## src/design/fll_clock_pkg.sv

```systemverilog
package fll_clock_pkg;

    // ==========================================================
    // Register byte offsets
    localparam logic [7:0] OFS_CTRL_ONE = 8'h00;
    localparam logic [7:0] OFS_CTRL_TWO = 8'h04;
    localparam logic [7:0] OFS_FILTER = 8'h08;
    localparam logic [7:0] OFS_TRIM = 8'h0c;
    localparam logic [7:0] OFS_STATUS_ONE = 8'h10;
    localparam logic [7:0] OFS_STATUS_TWO = 8'h14;
    localparam logic [7:0] OFS_FREQ = 8'h18;

    // ==========================================================
    // Field positions
    localparam int CTRL1_HIGH_GAIN = 7;
    localparam int CTRL1_RANGE = 6;
    localparam int CTRL1_EXT_REQ = 5;
    localparam int CTRL1_MODE_HI = 4;
    localparam int CTRL1_MODE_LO = 3;
    localparam int CTRL1_KEEP_ON = 2;
    localparam int CTRL1_LOC_DIS = 1;
    localparam int CTRL2_LOL_SEL = 7;
    localparam int CTRL2_MULT_HI = 6;
    localparam int CTRL2_MULT_LO = 4;
    localparam int CTRL2_LOC_SEL = 3;
    localparam int CTRL2_DIV_HI = 2;
    localparam int CTRL2_DIV_LO = 0;
    localparam int STAT1_FLAG = 0;
    localparam int STAT1_LOL = 1;
    localparam int STAT1_LOC = 2;
    localparam int STAT2_STABLE = 0;
    localparam int FILTER_BITS = 12;

    // ==========================================================
    // Reset values and mode codes
    localparam logic [7:0] RST_CTRL_ONE = 8'h00;
    localparam logic [7:0] RST_CTRL_TWO = 8'h00;
    localparam logic [11:0] RST_FILTER = 12'h000;
    localparam logic [7:0] RST_TRIM = 8'h80;
    localparam logic [1:0] CODE_SELF = 2'h0;
    localparam logic [1:0] CODE_ENG_INT = 2'h1;
    localparam logic [1:0] CODE_BYP_EXT = 2'h2;
    localparam logic [1:0] CODE_ENG_EXT = 2'h3;

    // ==========================================================
    // Frequency constants, kHz
    localparam logic [31:0] IRG_DIVISOR = 32'h0000_0007;
    localparam logic [31:0] PRESCALE_LOW = 32'h0000_0040;
    localparam logic [31:0] DCO_BASE_KHZ = 32'h0000_1f40;
    localparam int DCO_STEP_SHIFT = 3;

    typedef enum logic [1:0] {MODE_SELF, MODE_ENG_INT, MODE_BYP_EXT, MODE_ENG_EXT} clk_mode_t;

    typedef struct packed {
        logic irgOn;
        logic dcoOn;
        logic dcoOpenLoop;
        logic oscHighGain;
        logic oscExtRequest;
        logic oscKeepOn;
        logic lossClockDisable;
    } osc_ctrl_t;

endpackage : fll_clock_pkg

```

## src/design/fll_clock_generator_config.sv

```systemverilog
// The AHB-Lite register port and the address map were decided locally.
`timescale 1ns/1ps
// Behaviour
// Multiplier code gives N = 4 + 2*code
// Divider code gives R = 2**code
// Self-clocked: output is oscillator over R
// Bypassed external: output is external over R
// Engaged internal: reference/7 *64 *N /R
// Engaged external: external *P *N /R
// Reset leaves self-clocked, about 8 MHz
// Self-clocked bus 4 MHz, filter extends
// Self-clocked: reference off, oscillator open loop
// Bypassed external: reference and oscillator off
// Mode field 11 selects engaged external
// Range bit selects prescale 64 or 1
// High-gain bit zero means low power
// Bit 5 requests external crystal reference
// Control one bit 0 reads zero
// Select bits zero raise loss interrupts
// Status one read-only, flag clears
// Software checks stable flag before timing work
// Filter twelve bits, loop adjusts it
// Trim written only for internal trimming
// Software picks smallest N and R
// Bus clock is output over two
// Mode field 01 selects engaged internal
module fll_clock_generator_config #(
    parameter logic [31:0] IRG_KHZ = 32'h0000_00f3
) (
    input wire logic mclk,
    input wire logic nrst,
    input wire logic hsel,
    input wire logic [7:0] haddr,
    input wire logic [1:0] htrans,
    input wire logic hwrite,
    input wire logic [2:0] hsize,
    input wire logic [31:0] hwdata,
    input wire logic hready,
    output logic [31:0] hrdata,
    output logic hreadyout,
    output logic hresp,
    input wire logic [15:0] extRefKhz,
    input wire logic lossOfLock,
    input wire logic lossOfClock,
    input wire logic oscStable,
    output fll_clock_pkg::osc_ctrl_t oscCtrl,
    output logic [31:0] genOutKhz,
    output logic [31:0] busKhz,
    output logic [4:0] multFactor,
    output logic [7:0] divFactor,
    output logic [1:0] actualMode,
    output logic lossIrq,
    output logic lossResetReq
);

    // ==========================================================
    // Decode helpers
    function automatic logic [4:0] mult_of(input logic [2:0] code);
        mult_of = 5'h04 + {1'b0, code, 1'b0};
    endfunction : mult_of

    function automatic logic [7:0] div_of(input logic [2:0] code);
        div_of = 8'h01 << code;
    endfunction : div_of

    // ==========================================================
    // Registers
    logic [7:0] ctrlOne;
    logic [7:0] ctrlTwo;
    logic [11:0] filter;
    logic [7:0] trim;
    logic flagLoss;
    logic flagLol;
    logic flagLoc;
    logic stableSeen;
    fll_clock_pkg::clk_mode_t mode;

    logic wrPend;
    logic [7:0] wrAddr;
    logic addrPhase;
    logic wrCtrlOne;
    logic wrCtrlTwo;
    logic wrFilter;
    logic wrTrim;
    logic wrStatus;
    logic [2:0] multCode;
    logic [2:0] divCode;
    logic [31:0] dcoKhz;
    logic [31:0] preDivKhz;
    logic [31:0] next_genOut;
    logic [31:0] loopFilter;

    assign hreadyout = 1'b1;
    assign hresp = 1'b0;
    assign addrPhase = hsel && hready && htrans[1];
    assign wrCtrlOne = wrPend && (wrAddr == fll_clock_pkg::OFS_CTRL_ONE);
    assign wrCtrlTwo = wrPend && (wrAddr == fll_clock_pkg::OFS_CTRL_TWO);
    assign wrFilter = wrPend && (wrAddr == fll_clock_pkg::OFS_FILTER);
    assign wrTrim = wrPend && (wrAddr == fll_clock_pkg::OFS_TRIM);
    assign wrStatus = wrPend && (wrAddr == fll_clock_pkg::OFS_STATUS_ONE);
    assign multCode = ctrlTwo[fll_clock_pkg::CTRL2_MULT_HI:fll_clock_pkg::CTRL2_MULT_LO];
    assign divCode = ctrlTwo[fll_clock_pkg::CTRL2_DIV_HI:fll_clock_pkg::CTRL2_DIV_LO];

    // ==========================================================
    // Bus address phase; zero wait states, writes land in data phase
    always_ff @(posedge mclk or negedge nrst)
    begin
        if (!nrst)
        begin
            wrPend <= 1'b0;
            wrAddr <= 8'h00;
        end
        else
        begin
            wrPend <= addrPhase && hwrite;
            wrAddr <= haddr;
        end
    end

    always_ff @(posedge mclk or negedge nrst)
    begin
        if (!nrst)
        begin
            hrdata <= 32'h0000_0000;
        end
        else if (addrPhase && !hwrite)
        begin
            case (haddr)
                fll_clock_pkg::OFS_CTRL_ONE: hrdata <= {24'h000000, ctrlOne[7:1], 1'b0};
                fll_clock_pkg::OFS_CTRL_TWO: hrdata <= {24'h000000, ctrlTwo};
                fll_clock_pkg::OFS_FILTER: hrdata <= {20'h00000, filter};
                fll_clock_pkg::OFS_TRIM: hrdata <= {24'h000000, trim};
                fll_clock_pkg::OFS_STATUS_ONE:
                    hrdata <= {24'h000000, actualMode, 3'h0, flagLoc, flagLol, flagLoss};
                fll_clock_pkg::OFS_STATUS_TWO: hrdata <= {31'h00000000, stableSeen};
                fll_clock_pkg::OFS_FREQ: hrdata <= genOutKhz;
                default: hrdata <= 32'h0000_0000;
            endcase
        end
    end

    // ==========================================================
    // Control registers
    always_ff @(posedge mclk or negedge nrst)
    begin
        if (!nrst)
        begin
            ctrlOne <= fll_clock_pkg::RST_CTRL_ONE;
        end
        else if (wrCtrlOne)
        begin
            ctrlOne <= {hwdata[7:1], 1'b0};
        end
    end

    always_ff @(posedge mclk or negedge nrst)
    begin
        if (!nrst)
        begin
            ctrlTwo <= fll_clock_pkg::RST_CTRL_TWO;
        end
        else if (wrCtrlTwo)
        begin
            ctrlTwo <= hwdata[7:0];
        end
    end

    always_ff @(posedge mclk or negedge nrst)
    begin
        if (!nrst)
        begin
            trim <= fll_clock_pkg::RST_TRIM;
        end
        else if (wrTrim)
        begin
            trim <= hwdata[7:0];
        end
    end

    // Loop owns the filter while engaged; software writes then are dropped
    always_ff @(posedge mclk or negedge nrst)
    begin
        if (!nrst)
        begin
            filter <= fll_clock_pkg::RST_FILTER;
        end
        else if (mode == fll_clock_pkg::MODE_ENG_INT || mode == fll_clock_pkg::MODE_ENG_EXT)
        begin
            filter <= loopFilter[11:0];
        end
        else if (wrFilter)
        begin
            filter <= hwdata[11:0];
        end
    end

    // ==========================================================
    // Mode selection; external modes need the crystal request set
    always_ff @(posedge mclk or negedge nrst)
    begin
        if (!nrst)
        begin
            mode <= fll_clock_pkg::MODE_SELF;
        end
        else
        begin
            case (ctrlOne[fll_clock_pkg::CTRL1_MODE_HI:fll_clock_pkg::CTRL1_MODE_LO])
                fll_clock_pkg::CODE_ENG_INT: mode <= fll_clock_pkg::MODE_ENG_INT;
                fll_clock_pkg::CODE_BYP_EXT:
                    mode <= ctrlOne[fll_clock_pkg::CTRL1_EXT_REQ] ?
                        fll_clock_pkg::MODE_BYP_EXT : fll_clock_pkg::MODE_SELF;
                fll_clock_pkg::CODE_ENG_EXT:
                    mode <= ctrlOne[fll_clock_pkg::CTRL1_EXT_REQ] ?
                        fll_clock_pkg::MODE_ENG_EXT : fll_clock_pkg::MODE_SELF;
                default: mode <= fll_clock_pkg::MODE_SELF;
            endcase
        end
    end

    always_comb
    begin
        case (mode)
            fll_clock_pkg::MODE_ENG_INT: actualMode = fll_clock_pkg::CODE_ENG_INT;
            fll_clock_pkg::MODE_BYP_EXT: actualMode = fll_clock_pkg::CODE_BYP_EXT;
            fll_clock_pkg::MODE_ENG_EXT: actualMode = fll_clock_pkg::CODE_ENG_EXT;
            default: actualMode = fll_clock_pkg::CODE_SELF;
        endcase
    end

    // ==========================================================
    // Oscillator power and configuration
    always_comb
    begin
        oscCtrl.irgOn = (mode == fll_clock_pkg::MODE_ENG_INT);
        oscCtrl.dcoOn = (mode != fll_clock_pkg::MODE_BYP_EXT);
        oscCtrl.dcoOpenLoop = (mode == fll_clock_pkg::MODE_SELF);
        oscCtrl.oscHighGain = ctrlOne[fll_clock_pkg::CTRL1_HIGH_GAIN];
        oscCtrl.oscExtRequest = ctrlOne[fll_clock_pkg::CTRL1_EXT_REQ];
        oscCtrl.oscKeepOn = ctrlOne[fll_clock_pkg::CTRL1_KEEP_ON];
        oscCtrl.lossClockDisable = ctrlOne[fll_clock_pkg::CTRL1_LOC_DIS];
    end

    // ==========================================================
    // Frequency model; filter zero gives the 8 MHz start-up figure
    assign dcoKhz = fll_clock_pkg::DCO_BASE_KHZ + ({20'h00000, filter} << fll_clock_pkg::DCO_STEP_SHIFT);

    always_comb
    begin
        case (mode)
            fll_clock_pkg::MODE_ENG_INT:
                preDivKhz = (IRG_KHZ / fll_clock_pkg::IRG_DIVISOR) * fll_clock_pkg::PRESCALE_LOW
                    * {27'h0000000, mult_of(multCode)};
            fll_clock_pkg::MODE_ENG_EXT:
                preDivKhz = {16'h0000, extRefKhz}
                    * (ctrlOne[fll_clock_pkg::CTRL1_RANGE] ? 32'h0000_0001 : fll_clock_pkg::PRESCALE_LOW)
                    * {27'h0000000, mult_of(multCode)};
            fll_clock_pkg::MODE_BYP_EXT: preDivKhz = {16'h0000, extRefKhz};
            default: preDivKhz = dcoKhz;
        endcase
        next_genOut = preDivKhz >> divCode;
    end

    // Locked oscillator setting mirrored into the filter; clamped to 12 bits
    always_comb
    begin
        if (preDivKhz <= fll_clock_pkg::DCO_BASE_KHZ)
        begin
            loopFilter = 32'h0000_0000;
        end
        else if (((preDivKhz - fll_clock_pkg::DCO_BASE_KHZ) >> fll_clock_pkg::DCO_STEP_SHIFT)
            > 32'h0000_0fff)
        begin
            loopFilter = 32'h0000_0fff;
        end
        else
        begin
            loopFilter = (preDivKhz - fll_clock_pkg::DCO_BASE_KHZ) >> fll_clock_pkg::DCO_STEP_SHIFT;
        end
    end

    always_ff @(posedge mclk or negedge nrst)
    begin
        if (!nrst)
        begin
            genOutKhz <= 32'h0000_0000;
            busKhz <= 32'h0000_0000;
            multFactor <= 5'h04;
            divFactor <= 8'h01;
        end
        else
        begin
            genOutKhz <= next_genOut;
            busKhz <= next_genOut >> 1;
            multFactor <= mult_of(multCode);
            divFactor <= div_of(divCode);
        end
    end

    // ==========================================================
    // Loss events; an event in the clearing cycle still sets its flag
    always_ff @(posedge mclk or negedge nrst)
    begin
        if (!nrst)
        begin
            flagLol <= 1'b0;
            flagLoc <= 1'b0;
            flagLoss <= 1'b0;
        end
        else
        begin
            if (lossOfLock && !ctrlTwo[fll_clock_pkg::CTRL2_LOL_SEL])
                flagLol <= 1'b1;
            else if (wrStatus && hwdata[fll_clock_pkg::STAT1_FLAG])
                flagLol <= 1'b0;
            if (lossOfClock && !ctrlTwo[fll_clock_pkg::CTRL2_LOC_SEL]
                && !ctrlOne[fll_clock_pkg::CTRL1_LOC_DIS])
                flagLoc <= 1'b1;
            else if (wrStatus && hwdata[fll_clock_pkg::STAT1_FLAG])
                flagLoc <= 1'b0;
            if ((lossOfLock && !ctrlTwo[fll_clock_pkg::CTRL2_LOL_SEL])
                || (lossOfClock && !ctrlTwo[fll_clock_pkg::CTRL2_LOC_SEL]
                && !ctrlOne[fll_clock_pkg::CTRL1_LOC_DIS]))
                flagLoss <= 1'b1;
            else if (wrStatus && hwdata[fll_clock_pkg::STAT1_FLAG])
                flagLoss <= 1'b0;
        end
    end

    // Stable indication read by software before time-critical work
    always_ff @(posedge mclk or negedge nrst)
    begin
        if (!nrst)
        begin
            stableSeen <= 1'b0;
            lossResetReq <= 1'b0;
        end
        else
        begin
            stableSeen <= oscStable;
            lossResetReq <= (lossOfLock && ctrlTwo[fll_clock_pkg::CTRL2_LOL_SEL])
                || (lossOfClock && ctrlTwo[fll_clock_pkg::CTRL2_LOC_SEL]
                && !ctrlOne[fll_clock_pkg::CTRL1_LOC_DIS]);
        end
    end

    assign lossIrq = flagLoss;

    // ==========================================================
    // Checks
    AST_MULT_DECODE: assert property (@(posedge mclk) disable iff (!nrst)
        ##1 multFactor == 5'h04 + {1'b0, $past(multCode), 1'b0})
        else $error("Multiplier factor wrong");

    AST_DIV_DECODE: assert property (@(posedge mclk) disable iff (!nrst)
        ##1 divFactor == (8'h01 << $past(divCode)))
        else $error("Divider factor wrong");

    AST_SELF_FREQ: assert property (@(posedge mclk) disable iff (!nrst)
        mode == fll_clock_pkg::MODE_SELF |=> genOutKhz == ($past(dcoKhz) >> $past(divCode)))
        else $error("Self-clocked output wrong");

    AST_BYP_FREQ: assert property (@(posedge mclk) disable iff (!nrst)
        mode == fll_clock_pkg::MODE_BYP_EXT
        |=> genOutKhz == ({16'h0000, $past(extRefKhz)} >> $past(divCode)))
        else $error("Bypassed output wrong");

    AST_ENG_INT_FREQ: assert property (@(posedge mclk) disable iff (!nrst)
        mode == fll_clock_pkg::MODE_ENG_INT && divCode == 3'h0 && multCode == 3'h0
        |=> genOutKhz == (IRG_KHZ / 32'h0000_0007) * 32'h0000_0100)
        else $error("Engaged internal output wrong");

    AST_ENG_EXT_FREQ: assert property (@(posedge mclk) disable iff (!nrst)
        mode == fll_clock_pkg::MODE_ENG_EXT && ctrlOne[6] && divCode == 3'h0
        |=> genOutKhz == {16'h0000, $past(extRefKhz)} * {27'h0000000, $past(multFactor) + 5'h00}
        || $past(multCode) != $past(multCode, 2))
        else $error("Engaged external output wrong");

    AST_BUS_HALF: assert property (@(posedge mclk) disable iff (!nrst)
        busKhz == (genOutKhz >> 1))
        else $error("Bus frequency not half");

    AST_SELF_POWER: assert property (@(posedge mclk) disable iff (!nrst)
        mode == fll_clock_pkg::MODE_SELF |-> !oscCtrl.irgOn && oscCtrl.dcoOpenLoop)
        else $error("Self-clocked power wrong");

    AST_BYP_POWER: assert property (@(posedge mclk) disable iff (!nrst)
        mode == fll_clock_pkg::MODE_BYP_EXT |-> !oscCtrl.irgOn && !oscCtrl.dcoOn)
        else $error("Bypassed power wrong");

    AST_ENG_EXT_SEL: assert property (@(posedge mclk) disable iff (!nrst)
        ctrlOne[4:3] == 2'h3 && ctrlOne[5] |=> mode == fll_clock_pkg::MODE_ENG_EXT)
        else $error("Mode 11 not engaged external");

    AST_CTRL1_BIT0: assert property (@(posedge mclk) disable iff (!nrst)
        addrPhase && !hwrite && haddr == fll_clock_pkg::OFS_CTRL_ONE |=> !hrdata[0])
        else $error("Control one bit 0 not zero");

    AST_LOSS_IRQ: assert property (@(posedge mclk) disable iff (!nrst)
        lossOfLock && !ctrlTwo[7] |=> lossIrq ##1 (lossIrq || $past(wrStatus)))
        else $error("Loss interrupt missing");

endmodule : fll_clock_generator_config

```

## config.mk

```make
export PLATFORM = sky130hd
export DESIGN_NAME = fll_clock_generator_config
export DESIGN_NICKNAME = d
export VERILOG_FILES = /design/src/design/fll_clock_pkg.sv /design/src/design/fll_clock_generator_config.sv
export SDC_FILE = /design/constraint.sdc
export NUM_CORES = 1
export LEC_CHECK = 0
export ABC_AREA = 1
export BUFFER_PORTS_ARGS = -buffer_cell sky130_fd_sc_hd__buf_2
export CORE_MARGIN = 2
export CORE_UTILIZATION = 58
export DETAILED_ROUTE_END_ITERATION = 12
export PLACE_DENSITY_LB_ADDON = 0.3
export SKIP_CTS_REPAIR_TIMING = 1
export SYNTH_ARGS = -nofsm -noshare
export SYNTH_HDL_FRONTEND = slang
export SYNTH_SLANG_ARGS = --single-unit
```

## constraint.sdc

```tcl
create_clock -name mclk -period 9.1 [get_ports mclk]
set_input_delay 1.365 -clock mclk [delete_from_list [all_inputs] [get_ports mclk]]
set_output_delay 1.365 -clock mclk [all_outputs]
set_load 0.05 [all_outputs]
```

==> key figures <==
CTS
  – H-tree level count: 4
  – CTS max path bufs: 2
  – Worst-path clk slew: 0.05 ns
  – CTS root buffer: clkbuf_16
  – CTS tree: done
  – Skew-Pair Late Insertion Delay: 0.41 ns
  – CTS Buf Count: 17
  – Clk sinks: 119

Synth
  – Flops & latches, synth: 119
  – Dominant synthesized flop cell: dfrtp_1
  – Compound-gate portion of the synthesized area: 12.22%
  – Synth area leader: dfrtp_1
  – Synthesized area: 11,370 um^2
  – Main combinational cell family by area after synthesis: simple AND/OR/NAND/NOR gates
  – Avg Cell Area, Syn: 7.100 um^2
  – Area share of the largest cell type after synthesis: 25.52%
  – Post-Synth Adder-Cell Area: 15.56%
  – Sequential area share after synthesis: 26.22%
  – XOR/XNOR Fraction of Synth Area: 1.232%
  – Asr flop ratio synth: 100.0%
  – Simple-Gate Fraction of Synth Area: 29.67%
  – Top cells by area, synth: dfrtp_1 26%, nand2_1 14%, inv_1 7.8%, ha_1 7.8%, fa_1 7.7%
  – Post-synth EDFFs: 0
  – Yosys cell types: 63
  – Mux share of post-synthesis cell area: 1.056%
  – Warnings, synthesis: 0
  – Cells after synthesis: 1,602

Setup path
  – R2R Path End: filter[0]
  – Crit path launch type: primary input
  – Worst endpoint required time: 9.43 ns
  – Type of destination of the critical path: flip-flop
  – Flop2flop setup slack: 1.20 ns
  – CP Data Arrival Time: 8.35 ns
  – Worst Setup EP: filter[0]
  – CP max FO: 12
  – WS Path Type: primary input to flip-flop
  – Worst Reg-to-Reg Cells: 35
  – Most numerous cell on the critical path: nand2_1
  – Worst r2r src: ctrlOne[6]
  – Slowest stage delay, CP: 0.76 ns
  – CP max-delay cell: a41oi_2
  – Beginning of the critical path: extRefKhz[2]

Route
  – Final wirelength: 31,190 um
  – DR vias/cell: 5.477
  – Vias post-DR: 10,830
  – DRT antenna net count: 0
  – DR WL/cell: 15.77 um
  – DR pass1 iterations: 8
  – # DRC: 0
  – Drt initial violations: 746

Timing
  – Hold Vio Cnt, Final: 0
  – Worst Max-Slew Pin Slew: 1.047 ns
  – Slew Limit Fails: 0
  – RSZ-0062 raised after global routing: false
  – Max Clock Skew: 0.008481 ns
  – Hold WS: 0.4767 ns
  – Fin crit share: 88.17%
  – Achievable Freq: 0.1246 GHz
  – Setup violations, final: 0
  – Final Critical Period: 8.023 ns
  – Setup TNS: 0 ns
  – Rel. slew slack: 29.65%

Cells and area
  – Layout area overhead: 10.26%
  – Layout cells sized above 1: 16.70%
  – Diode count: 0
  – FILL cells: 1,694
  – Commonest non-fill, non-tap cells in the layout: 411 x nand2_1, 237 x inv_1, 149 x buf_2
  – Final net count: 1,885
  – Commonest non-fill, non-tap cell in the layout: nand2_1

Flow run
  – Number of max-cap violations: 0

Place
  – Post-DP HPWL: 24,490 um
  – Port bufs: 150
  – Gpl congestion: 0.9233

Pwr
  – LEAKAGE: 0.006968 uW
  – Peak VDD IR: 0.1088 mV
  – Power per cell area: 195.4 nW/um^2

Die
  – Num rows: 51
  – Die area: 20,750 um^2
  – Initial Util: 58.82%
  – IO Pins: 191
  – Chip height: 144.0 um
  – Core Footprint: 19,330 um^2
  – DIE WIDTH: 144.0 um

GRT
  – Number of global-route vias before repair: 10,440
  – Grt ovf: 0
  – First-pass GRT wire length: 49,860 um
  – Largest net degree at the start of global routing: 72
  – GRT Resource Usage Total: 30.57%
  – Initial antenna violation count: 0

Outcome
  – Outcome: finished clean

Min path
  – Worst hold path class: flip-flop to flip-flop
  – Worst hold start: hrdata[22]
worst min-delay path by stage:
stage | endpoint | slack, ns | depth (start not counted)
after floorplan | multFactor[1] | 0.39 | 0
after global placement | hrdata[9] | 0.46 | 2
after detailed placement | hrdata[22] | 0.47 | 2
after CTS | hrdata[22] | 0.48 | 2
after global routing | hrdata[12] | 0.50 | 2
final | hrdata[22] | 0.48 | 2
cell families (layout without fill, tap and decap cells):
family,count (synthesis),after routing
flip-flops,119,119
multiplexers,12,12
AO/OA/AOI/OAI,243,243
XOR/XNOR,16,16
other,2,22
buffers and inverters,350,441
AND/OR/NAND/NOR,745,745
adder cells (fa/ha/maj),115,115
worst max-delay path: cells and delay by family:
family / cells / cell delay [ns]
and+or+nand+nor: 17 / 1.81
adders and majority gates: 5 / 1.99
buffers and inverters: 5 / 0.36
xor gates and xnor gates: 1 / 0.33
AOI/OAI and AO/OA: 10 / 2.46
report_power, final:
part           switching (uW)  leakage (uW)  total [uW]  internal (uW)
registers                57.7       0.00138         633            576
clock network             222      0.000285         671            449
logic                     833       0.00530        1150            313
cells in the mapped netlist (all sizes together) (2+ instances only):
master	instances
dlygate4sd3	2
nor4	4
nor2	153
a32o	4
mux2i	12
and2	2
nand3	103
nand3b	6
o21bai	5
o21ai	140
fa	44
dfstp	3
xor2	14
nor3	24
buf	63
o2bb2ai	2
o211ai	2
o22ai	8
nand2	433
a21oi	66
o21a	2
dfrtp	116
a221oi	6
xnor2	2
clkinv	5
ha	71
or2	5
clkbuf	28
nand4	14
inv	251
conb	2
sequential cells by signal, summed over array words and instances, names as in the netlist, 2 cells and up:
signal,cells
mode,2
ctrlOne,7
wrAddr,8
trim,8
hrdata,28
multFactor,4
filter,12
divFactor,8
genOutKhz,28
ctrlTwo,8
area by class of cell:
cell class | count | area, um^2 | area share [%]
repair buffers | 154 | 783.3 | 6.246
clock inverters | 8 | 122.6 | 0.9778
inverters | 256 | 967.2 | 7.712
well taps | 265 | 331.6 | 2.644
multi-input cells | 1153 | 6877 | 54.83
clock buffers | 23 | 478.0 | 3.811
flip-flops and latches | 119 | 2982 | 23.78
per-stage QoR:
step | setup WS (ns) | total power (uW) | util (%) | area [um^2] | std cells
2_1_floorplan | 2.200 | 1554 | - | 11450 | 1622
3_3_place_gp | 0.8532 | 1752 | 61.76 | 11940 | 1947
3_5_place_dp | 0.7303 | 1770 | 61.76 | 11940 | 1947
4_1_cts | 1.142 | 2445 | 64.86 | 12540 | 1978
5_1_grt | 0.4720 | 2610 | 64.86 | 12540 | 1978
6_report | 1.077 | 2451 | 64.86 | 12540 | 1978
layer usage:
metal / up-vias / routed length, um / GRT usage, %
met5: - / 0 / 0
met4: 0 / 932 / 11.71
met3: 80 / 2152 / 5.232
met2: 441 / 15580 / 55.21
met1: 5100 / 12530 / 36.29
li1: 5212 / - / -
(Power assumes the default switching activity.)
